<file path="src/mpct_pkg.sv">
package mpct_pkg;
  // ---------------------------------------------------------------
  // Register map (byte addresses)
  // ---------------------------------------------------------------
  localparam logic [7:0] A_MOT_OUT0 = 8'h00;
  localparam logic [7:0] A_MOT_IN0 = 8'h10;
  localparam logic [7:0] A_WD_EN = 8'h20;
  localparam logic [7:0] A_WD_ERR = 8'h24;
  localparam logic [7:0] A_PWR_MASK = 8'h28;
  localparam logic [7:0] A_BIDIR_OE = 8'h2C;
  localparam logic [7:0] A_DIVISOR = 8'h30;
  localparam logic [7:0] A_REPEAT = 8'h34;
  localparam logic [7:0] A_WAVE_CTRL = 8'h38;
  localparam logic [7:0] A_WAVE_PUSH = 8'h3C;
  localparam logic [7:0] A_BYPASS = 8'h40;
  localparam logic [7:0] A_WAVE_STAT = 8'h44;
  // ---------------------------------------------------------------
  // Fields and reset values
  // ---------------------------------------------------------------
  localparam int N_PORTS = 4;
  localparam int PORT_W = 8;
  localparam int WAVE_W = 32;
  localparam int DIV_W = 16;
  localparam int REP_W = 16;
  localparam int CTRL_RUN_BIT = 0;
  localparam int CTRL_FLUSH_BIT = 1;
  localparam int LINE_CONVERT = 0;
  localparam int LINE_SELECT = 1;
  localparam int LINE_CAPTURE = 2;
  localparam logic [31:0] PWR_MASK_RST = 32'hC0C0C0C0;
  localparam logic [1:0] RESP_OKAY = 2'h0;
  localparam logic [1:0] RESP_SLVERR = 2'h2;
  // ---------------------------------------------------------------
  // Timing
  // ---------------------------------------------------------------
  localparam int CLK_KHZ = 125000;
  localparam int WAVE_MAX_KHZ = 5000;
  // Least divisor so the word rate never exceeds the maximum
  localparam logic [DIV_W-1:0] DIV_MIN =
    DIV_W'((CLK_KHZ + WAVE_MAX_KHZ - 1) / WAVE_MAX_KHZ);
  localparam int WD_TIMEOUT_MS = 2000;
  localparam int WD_CYCLES_DEF = WD_TIMEOUT_MS * (CLK_KHZ / 1000) * 1000;

  typedef enum logic [0:0] {
    WV_IDLE = 1'b0,
    WV_RUN = 1'b1
  } mpct_wave_e;

  typedef struct packed {
    logic convert;
    logic select;
    logic capture;
  } mpct_lines_s;
endpackage

</file>
<file path="src/mpct_top.sv">
// The address map and the AXI4-Lite register port were chosen for this implementation.
`timescale 1ns/10ps
`default_nettype none
module mpct_top
  import mpct_pkg::*;
#(
  parameter int WD_CYCLES = WD_CYCLES_DEF,
  parameter int DEPTH = 16
)(
  input wire logic i_clk_sys,
  input wire logic i_rst_n,
  input wire logic [7:0] s_axi_awaddr,
  input wire logic s_axi_awvalid,
  output logic s_axi_awready,
  input wire logic [31:0] s_axi_wdata,
  input wire logic [3:0] s_axi_wstrb,
  input wire logic s_axi_wvalid,
  output logic s_axi_wready,
  output logic [1:0] s_axi_bresp,
  output logic s_axi_bvalid,
  input wire logic s_axi_bready,
  input wire logic [7:0] s_axi_araddr,
  input wire logic s_axi_arvalid,
  output logic s_axi_arready,
  output logic [31:0] s_axi_rdata,
  output logic [1:0] s_axi_rresp,
  output logic s_axi_rvalid,
  input wire logic s_axi_rready,
  input wire logic [N_PORTS-1:0][PORT_W-1:0] i_mot_in,
  output logic [N_PORTS-1:0][PORT_W-1:0] o_mot_out,
  output logic [PORT_W-1:0] o_mot3_oe,
  output logic [WAVE_W-1:0] o_wave,
  output mpct_lines_s o_lines
);
  localparam int PW = $clog2(DEPTH);

  // ---------------------------------------------------------------
  // Input synchronisers
  // ---------------------------------------------------------------
  logic [N_PORTS-1:0][PORT_W-1:0] in_s1_q, in_s2_q;
  genvar gp;
  generate
    for (gp = 0; gp < N_PORTS; gp++)
    begin : g_sync
      always_ff @(posedge i_clk_sys or negedge i_rst_n)
      begin
        if (!i_rst_n)
        begin
          in_s1_q[gp] <= 8'h00;
          in_s2_q[gp] <= 8'h00;
        end
        else
        begin
          in_s1_q[gp] <= i_mot_in[gp];
          in_s2_q[gp] <= in_s1_q[gp];
        end
      end
    end
  endgenerate

  function automatic logic mapped(input logic [7:0] a);
    mapped = (a[1:0] == 2'h0) && (a <= A_WAVE_STAT);
  endfunction

  // ---------------------------------------------------------------
  // State
  // ---------------------------------------------------------------
  logic [N_PORTS-1:0][PORT_W-1:0] out_q, out_d;
  logic [N_PORTS-1:0][31:0] wd_q, wd_d;
  logic [N_PORTS-1:0] wd_en_q, wd_en_d, err_q, err_d, expire;
  logic [31:0] pmask_q, pmask_d;
  logic [PORT_W-1:0] oe_q, oe_d;
  logic [DIV_W-1:0] div_q, div_d, dcnt_q, dcnt_d, div_eff;
  logic [REP_W-1:0] rep_q, rep_d, left_q, left_d;
  logic [DEPTH-1:0][WAVE_W-1:0] mem_q, mem_d;
  logic [PW:0] cnt_q, cnt_d;
  logic [PW-1:0] rd_q, rd_d;
  logic [WAVE_W-1:0] wave_q, wave_d;
  mpct_wave_e st_q, st_d;
  logic bvalid_q, bvalid_d, rvalid_q, rvalid_d;
  logic [1:0] bresp_q, bresp_d, rresp_q, rresp_d;
  logic [31:0] rdata_q, rdata_d;
  logic wr, rd, tick, last;
  logic [31:0] wdat;

  assign s_axi_awready = s_axi_awvalid && s_axi_wvalid && !bvalid_q;
  assign s_axi_wready = s_axi_awready;
  assign s_axi_arready = !rvalid_q;
  assign wr = s_axi_awready;
  assign rd = s_axi_arvalid && !rvalid_q;
  assign div_eff = (div_q < DIV_MIN) ? DIV_MIN : div_q;
  assign tick = (dcnt_q == div_eff - 1'b1);
  assign last = ({1'b0, rd_q} == cnt_q - 1'b1);

  // Byte-lane merge of write data against the addressed register
  function automatic logic [31:0] merge(input logic [31:0] old,
                                        input logic [31:0] nw,
                                        input logic [3:0] be);
    for (int b = 0; b < 4; b++)
      merge[8*b +: 8] = be[b] ? nw[8*b +: 8] : old[8*b +: 8];
  endfunction

  // ---------------------------------------------------------------
  // Next-state logic
  // ---------------------------------------------------------------
  always_comb
  begin
    out_d = out_q;
    wd_d = wd_q;
    wd_en_d = wd_en_q;
    err_d = err_q;
    pmask_d = pmask_q;
    oe_d = oe_q;
    div_d = div_q;
    rep_d = rep_q;
    left_d = left_q;
    mem_d = mem_q;
    cnt_d = cnt_q;
    rd_d = rd_q;
    wave_d = wave_q;
    st_d = st_q;
    bvalid_d = bvalid_q && !s_axi_bready;
    bresp_d = bresp_q;
    rvalid_d = rvalid_q && !s_axi_rready;
    rresp_d = rresp_q;
    rdata_d = rdata_q;
    wdat = 32'h00000000;
    dcnt_d = tick ? '0 : dcnt_q + 1'b1;
    // Watchdogs run only while enabled and some power bit is on
    for (int p = 0; p < N_PORTS; p++)
    begin
      expire[p] = 1'b0;
      if (wd_en_q[p] && |(out_q[p] & pmask_q[8*p +: 8]))
      begin
        if (wd_q[p] == 32'(WD_CYCLES - 1))
        begin
          expire[p] = 1'b1;
          wd_d[p] = '0;
          out_d[p] = out_q[p] & ~pmask_q[8*p +: 8];
        end
        else
          wd_d[p] = wd_q[p] + 32'h00000001;
      end
      else
        wd_d[p] = '0;
    end
    // Waveform playback, one word per divided tick
    case (st_q)
      WV_IDLE:
      begin
        rd_d = '0;
      end
      WV_RUN:
      begin
        if (tick)
        begin
          wave_d = mem_q[rd_q];
          if (!last)
            rd_d = rd_q + 1'b1;
          else if (left_q != '0)
          begin
            rd_d = '0;
            left_d = left_q - 1'b1;
          end
          else
            st_d = WV_IDLE;
        end
      end
      default:
        st_d = WV_IDLE;
    endcase
    if (wr)
    begin
      bvalid_d = 1'b1;
      bresp_d = mapped(s_axi_awaddr) && s_axi_awaddr != A_WAVE_STAT
                ? RESP_OKAY : RESP_SLVERR;
      case (s_axi_awaddr)
        A_MOT_OUT0, 8'h04, 8'h08, 8'h0C:
        begin
          wdat = merge({24'h000000, out_q[s_axi_awaddr[3:2]]}, s_axi_wdata,
                       s_axi_wstrb);
          out_d[s_axi_awaddr[3:2]] = wdat[7:0];
          wd_d[s_axi_awaddr[3:2]] = '0;
        end
        A_WD_EN:
        begin
          wdat = merge({28'h0000000, wd_en_q}, s_axi_wdata, s_axi_wstrb);
          wd_en_d = wdat[3:0];
        end
        A_WD_ERR:
        begin
          if (s_axi_wstrb[0])
            err_d = err_q & ~s_axi_wdata[3:0];
        end
        A_PWR_MASK:
          pmask_d = merge(pmask_q, s_axi_wdata, s_axi_wstrb);
        A_BIDIR_OE:
        begin
          if (s_axi_wstrb[0])
            oe_d = s_axi_wdata[7:0];
        end
        A_DIVISOR:
        begin
          wdat = merge({16'h0000, div_q}, s_axi_wdata, s_axi_wstrb);
          div_d = wdat[15:0];
        end
        A_REPEAT:
        begin
          wdat = merge({16'h0000, rep_q}, s_axi_wdata, s_axi_wstrb);
          rep_d = wdat[15:0];
        end
        A_WAVE_CTRL:
        begin
          if (s_axi_wstrb[0] && st_q == WV_IDLE)
          begin
            if (s_axi_wdata[CTRL_FLUSH_BIT])
              cnt_d = '0;
            else if (s_axi_wdata[CTRL_RUN_BIT] && cnt_q != '0)
            begin
              st_d = WV_RUN;
              left_d = rep_q;
              rd_d = '0;
            end
          end
          else if (s_axi_wstrb[0] && !s_axi_wdata[CTRL_RUN_BIT])
            st_d = WV_IDLE;
        end
        A_WAVE_PUSH:
        begin
          if (st_q == WV_IDLE && cnt_q < (PW+1)'(DEPTH))
          begin
            mem_d[cnt_q[PW-1:0]] = s_axi_wdata;
            cnt_d = cnt_q + 1'b1;
          end
        end
        A_BYPASS:
          wave_d = merge(wave_q, s_axi_wdata, s_axi_wstrb);
        default:
          wdat = 32'h00000000;
      endcase
    end
    // Hardware set wins over a same-cycle software clear
    err_d = err_d | expire;
    if (rd)
    begin
      rvalid_d = 1'b1;
      rresp_d = mapped(s_axi_araddr) ? RESP_OKAY : RESP_SLVERR;
      rdata_d = 32'h00000000;
      case (s_axi_araddr)
        A_MOT_OUT0, 8'h04, 8'h08, 8'h0C:
          rdata_d = {24'h000000, out_q[s_axi_araddr[3:2]]};
        A_MOT_IN0, 8'h14, 8'h18, 8'h1C:
          rdata_d = {24'h000000, in_s2_q[s_axi_araddr[3:2]]};
        A_WD_EN:
          rdata_d = {28'h0000000, wd_en_q};
        A_WD_ERR:
          rdata_d = {28'h0000000, err_q};
        A_PWR_MASK:
          rdata_d = pmask_q;
        A_BIDIR_OE:
          rdata_d = {24'h000000, oe_q};
        A_DIVISOR:
          rdata_d = {16'h0000, div_q};
        A_REPEAT:
          rdata_d = {16'h0000, rep_q};
        A_WAVE_CTRL:
          rdata_d = {31'h00000000, st_q == WV_RUN};
        A_BYPASS:
          rdata_d = wave_q;
        A_WAVE_STAT:
          rdata_d = {16'(left_q), 16'(cnt_q)};
        default:
          rdata_d = 32'h00000000;
      endcase
    end
  end

  // ---------------------------------------------------------------
  // Registers
  // ---------------------------------------------------------------
  always_ff @(posedge i_clk_sys or negedge i_rst_n)
  begin
    if (!i_rst_n)
    begin
      out_q <= '0;
      wd_q <= '0;
      wd_en_q <= '0;
      err_q <= '0;
      pmask_q <= PWR_MASK_RST;
      oe_q <= 8'h00;
      div_q <= DIV_MIN;
      dcnt_q <= '0;
      rep_q <= '0;
      left_q <= '0;
      mem_q <= '0;
      cnt_q <= '0;
      rd_q <= '0;
      wave_q <= '0;
      st_q <= WV_IDLE;
      bvalid_q <= 1'b0;
      bresp_q <= RESP_OKAY;
      rvalid_q <= 1'b0;
      rresp_q <= RESP_OKAY;
      rdata_q <= 32'h00000000;
    end
    else
    begin
      out_q <= out_d;
      wd_q <= wd_d;
      wd_en_q <= wd_en_d;
      err_q <= err_d;
      pmask_q <= pmask_d;
      oe_q <= oe_d;
      div_q <= div_d;
      dcnt_q <= dcnt_d;
      rep_q <= rep_d;
      left_q <= left_d;
      mem_q <= mem_d;
      cnt_q <= cnt_d;
      rd_q <= rd_d;
      wave_q <= wave_d;
      st_q <= st_d;
      bvalid_q <= bvalid_d;
      bresp_q <= bresp_d;
      rvalid_q <= rvalid_d;
      rresp_q <= rresp_d;
      rdata_q <= rdata_d;
    end
  end

  assign o_mot_out = out_q;
  assign o_mot3_oe = oe_q;
  assign o_wave = wave_q;
  assign o_lines.convert = wave_q[LINE_CONVERT];
  assign o_lines.select = wave_q[LINE_SELECT];
  assign o_lines.capture = wave_q[LINE_CAPTURE];
  assign s_axi_bvalid = bvalid_q;
  assign s_axi_bresp = bresp_q;
  assign s_axi_rvalid = rvalid_q;
  assign s_axi_rresp = rresp_q;
  assign s_axi_rdata = rdata_q;
endmodule
`default_nettype wire

</file>
<file path="config.mk">
export PLATFORM = sky130hd
export DESIGN_NAME = mpct_top
export DESIGN_NICKNAME = d
export VERILOG_FILES = /design/src/mpct_pkg.sv /design/src/mpct_top.sv
export SDC_FILE = /design/constraint.sdc
export NUM_CORES = 2
export LEC_CHECK = 0
export BUFFER_PORTS_ARGS = -buffer_cell sky130_fd_sc_hd__buf_2
export CAP_MARGIN = 40
export CORE_MARGIN = 1
export CORE_UTILIZATION = 47
export CTS_BUF_LIST = sky130_fd_sc_hd__clkbuf_16
export DETAILED_ROUTE_END_ITERATION = 10
export PLACE_DENSITY_LB_ADDON = 0.08
export SYNTH_ARGS = -nofsm -noshare
export SYNTH_HDL_FRONTEND = slang
export SYNTH_SLANG_ARGS = --single-unit
</file>
<file path="constraint.sdc">
create_clock -name i_clk_sys -period 11.6 [get_ports i_clk_sys]
set_input_delay 3.48 -clock i_clk_sys [delete_from_list [all_inputs] [get_ports i_clk_sys]]
set_output_delay 3.48 -clock i_clk_sys [all_outputs]
set_load 0.02 [all_outputs]
</file>
# Yosys cells after proc, flatten, opt, wreduce, memory -nomap -nowiden
# Index checks and enable logic that the tools add are counted.
# W data, S select, Z words.
[word_totals] ff_bits=928 latch_bits=0 ramBits=0 mem_bits_ro=0 inputBits=91 out_inout_bits=116 wordCells=281 memories=0
[classes] addsub=10 multipliers=0 n_div=0 order_cmp=10 eq_ne=42 shift=0 n_mux=95 bitwise_logic=18 reduce_logical=49
[ops] cell="$mux W32" n=17
[ops] cell="$bwmux W512" n=1
[ops] cell="$pmux W32 S11" n=1
[ops] cell="$mux W128" n=2
[ops] cell="$mux W16" n=11
[ops] cell="$mux W8" n=17
[ops] cell="$add A32 B1 Y32 const B" n=4
[ops] cell="$and A128 B128 Y128" n=1
[ops] cell="$bmux W32 S4" n=1
[ops] cell="$demux W32 S4" n=1
[ops] cell="$eq A32 B28 Y1 const B" n=4
[ops] cell="$not A128 Y128" n=1
[ops] cell="$eq A8 B6 Y1 const B" n=15
[ops] cell="$and A8 B8 Y8" n=8
[ops] cell="$demux W32 S2" n=1
[ops] cell="$bmux W8 S2" n=3
[ops] cell="$mux W4" n=11
[ops] cell="$reduce_and A3 Y1" n=11
[ops] cell="$bwmux W32" n=1
[ops] cell="$eq A8 B4 Y1 const B" n=4
[ops] cell="$eq A8 B5 Y1 const B" n=4
[ops] cell="$not A8 Y8" n=4
[ops] cell="$reduce_or A8 Y1" n=4
[ops] cell="$sub A16 B1 Y16 const B" n=2
[ops] cell="37 further kinds" n=95

# Logic depth before layout (Yosys ltp)
[logic_depth] depth_word=11 ltp_mapped=16

# Worst setup path after synthesis
# No wires, ideal clock.
[synth_path] kind="input to output" start="input s_axi_awvalid" end="output s_axi_wready" t_arrival_ns=4.076 required_ns=8.120 slack_ns=4.044 stages=3 path_cell_list="nand3_1 > inv_1 > buf_4"
[synth_via] elab_chain_len=2
[synth_lines] element="from (decl)" line="mpct_top.sv:13" rtl="input wire logic s_axi_awvalid,"
[synth_lines] element="$logic_and A1 B1 Y1 (2 in series)" line="mpct_top.sv:86" rtl="assign s_axi_awready = s_axi_awvalid && s_axi_wvalid && !bvalid_q;"
[synth_lines] element="to (decl)" line="mpct_top.sv:18" rtl="output logic s_axi_wready,"
# Every way passes these cells.

# Worst setup path in the final report
[layout_path] start="input s_axi_awvalid" end="output s_axi_awready"
[layout_via] elab_chain_len=2
[layout_lines] element="$logic_and A1 B1 Y1 (2 in series)" line="mpct_top.sv:86"
[layout_lines] element="to (decl)" line="mpct_top.sv:14" rtl="output logic s_axi_awready,"
# Every way passes these cells.

==> impl_metrics.tcl <==
set metrics [dict create \
    antenna_found_initial 5 \
    cts_tree "built" \
    syn2layout_area_growth_pct 12.5 \
    synth-simple-area-share_pct 9.92 \
    grt_pass1_wl_mm 181 \
    peakVddDrop_mv 0.0996 \
    layout.nets 3552 \
    async_reset_ff_share_pct 100 \
    dpl.hpwl_mm 78.8 \
    setup_viol 0 \
    setup_ws_ps 3450 \
    cts_buffers 99 \
    ys_types 72 \
    core-area_um2 88900 \
    io_pins 207 \
    totalWireLength_mm 120 \
    root_buffer "clkbuf_16" \
    post_cts_resized 0 \
    min_to "in_s2_q[21]" \
    clock_latency_ps 670 \
    p_leak_nw 21.9 \
    min_path_type "register to register" \
    synth_top_family_by_area "multiplexers" \
    slew_headroom_pct 21.6 \
    worstReg2RegStart "div_q[15]" \
    clock-sinks 926 \
    cts_post_setup_buffers_inserted 0 \
    ys_warn_count 0 \
    synthAdderAreaFrac_pct 0.412 \
    wl_per_cell_um 25.5 \
    finalPower_w 0.00672 \
    drt-vias-per-instance 6.01 \
    preCtsSetupSlack_ps 3470 \
    synth_edf_count 0 \
    r2r_slack_ps 5940 \
    status "finished, final reports clean" \
    ys.flop_type "dfrtp_1" \
    slew_violations 0 \
    drtAntennaViolNets 0 \
    die_h_um 303 \
    critPathKind "primary input to output port" \
    finalHoldViolCount 0 \
    fin_skew_ps 19.0 \
    grt_max_degree 201 \
    rsz0062_at_grt "false" \
    reg2reg_depth 13 \
    synth_cells 3321 \
    synth_seq_cells 926 \
    dp_cells 4511 \
    grt_overflow_total 0 \
    fin_cells 4691 \
    syn_area_per_cell_um2 12.8 \
    cts.htree.levels 3 \
    postLayoutCoreUtil_pct 53.7 \
    max_freq_ghz 0.123 \
    grt_pass1_vias 28600 \
    vias 28200 \
    initial_utilization_pct 47.8 \
    synth_xor_area_share_pct 3.16 \
    tightest_slew_ps 1180 \
    cts.hold.buffers_added 0 \
    fin_setup_tns_ps 0 \
    post-route-min-period_ps 8150 \
    post-route-period-util_pct 70.3 \
    path_clk_slew_ps 70 \
    whs_path_depth 0 \
    endpoint_kind "output port" \
    ys_seq_area_share_pct 54.6 \
    arrival_ps 4670 \
    cp.required_ps 8120 \
    r2r_end "o_wave[2]" \
    synth_area_um2 42500 \
    hp-start "in_s1_q[21]" \
    die_w_um 303 \
    drive_gt1_share_pct 32.9 \
    startpoint_type "primary input" \
    die-area_um2 91600 \
    maxCapViolCount 0 \
    power_density_nw_per_um2 141 \
    critPathMaxFanout 8 \
    synth_mux_area_share_pct 23.6 \
    grt_usage_pct 26.3 \
    row_count 109 \
    dr.pass1.iters 8 \
    drt_iter0_drc 2702 \
    drc 0 \
    cts_max_path_buffers 3 \
    synth-compound-area-share_pct 5.79 \
    port_buffers 204 \
    gp_congestion 0.902 \
]
==> cell type report <==
type / count / area [um^2]
clock inverter: 79 / 673
sequential: 926 / 23200
antenna: 2 / 5.00
clock buffer: 99 / 2480
timing repair buffer: 258 / 1570
inverter: 30 / 113
fill: 7455 / 41100
tap: 1165 / 1460
multi-input combinational: 2132 / 18300
==> routing by layer <==
metal  wire length, um  GRT usage, %
met5                12             0
met4              4180          8.82
met3              6690          4.04
met2             56000          41.6
met1             52700          37.4
==> placed cells by master, fill, tap and decap left out, types with 13 or more instances in the layout <==
cell type,n
dfrtp_1,911
mux2_2,513
nand2_1,274
nor2_1,218
buf_2,206
mux4_2,184
o21ai_0,168
nand3_1,132
clkbuf_16,99
xor2_1,80
xnor2_1,73
inv_1,45
buf_4,39
nor3_1,37
and3_1,34
a22oi_1,30
nand4_1,29
a222oi_1,27
nor4_1,26
a21oi_1,26
clkinv_1,24
or3_1,21
a32oi_1,21
clkinv_2,20
nor2b_1,14
ha_1,14
nand2_2,13
==> worst max-delay path, stage by stage <==
cell     delay [ps]
buf_2            80
nand3_1         340
inv_1           470
buf_2           290
==> synth_stat cells, drive strengths merged (34+ instances only) <==
master / n / share of area (%)
and3: 34 / 0.50
buf: 45 / 0.57
clkbuf: 189 / 1.7
dfrtp: 915 / 54
mux2: 513 / 14
mux4: 184 / 9.8
nand2: 287 / 2.5
nand3: 136 / 1.6
nor2: 219 / 1.9
nor3: 39 / 0.46
o21ai: 168 / 2.0
xnor2: 73 / 1.5
xor2: 80 / 1.6
==> metrics by stage <==
step | hold WS [ps] | area, um^2
global route | 352 | 47800
finish | 333 | 47800
floorplan | 331 | 42500
global placement | 334 | 44500
CTS | 328 | 47800
detailed placement | 335 | 44600
==> how the worst max path moves through the flow <==
stage                   from            end  slack (ps)
2_1_floorplan  s_axi_awvalid   s_axi_wready        4040
3_5_place_dp   s_axi_awvalid  s_axi_awready        3470
6_report       s_axi_awvalid  s_axi_awready        3450
4_1_cts        s_axi_awvalid  s_axi_awready        3470
3_3_place_gp   s_axi_awvalid  s_axi_awready        3530
5_1_grt        s_axi_awvalid  s_axi_awready        3450
==> flip-flops by register name (all words and copies together), names as in the netlist, 5 cells and up <==
name         count
mem_q          512
wd_q           128
in_s1_q         32
in_s2_q         32
o_mot_out       32
o_wave          32
pmask_q         32
s_axi_rdata     32
dcnt_q          16
div_q           16
left_q          16
rep_q           16
o_mot3_oe        8
cnt_q            5
==> kinds of logic after synthesis <==
| group | Yosys count |
|---|---|
| xor+xnor | 153 |
| simple gates | 888 |
| mux | 708 |
| fa+ha+maj | 14 |
| buf+inv | 264 |
| compound gates | 367 |
| other cells | 1 |
| flops | 926 |
==> report_power, final <==
| group | total (W) | switching, W | internal [W] |
|---|---|---|---|
| sequential | 0.00330 | 0.0000377 | 0.00327 |
| clock | 0.00311 | 0.00130 | 0.00181 |
| combinational | 0.000305 | 0.000216 | 0.0000886 |
No activity file was read; power rests on OpenSTA's default activity.
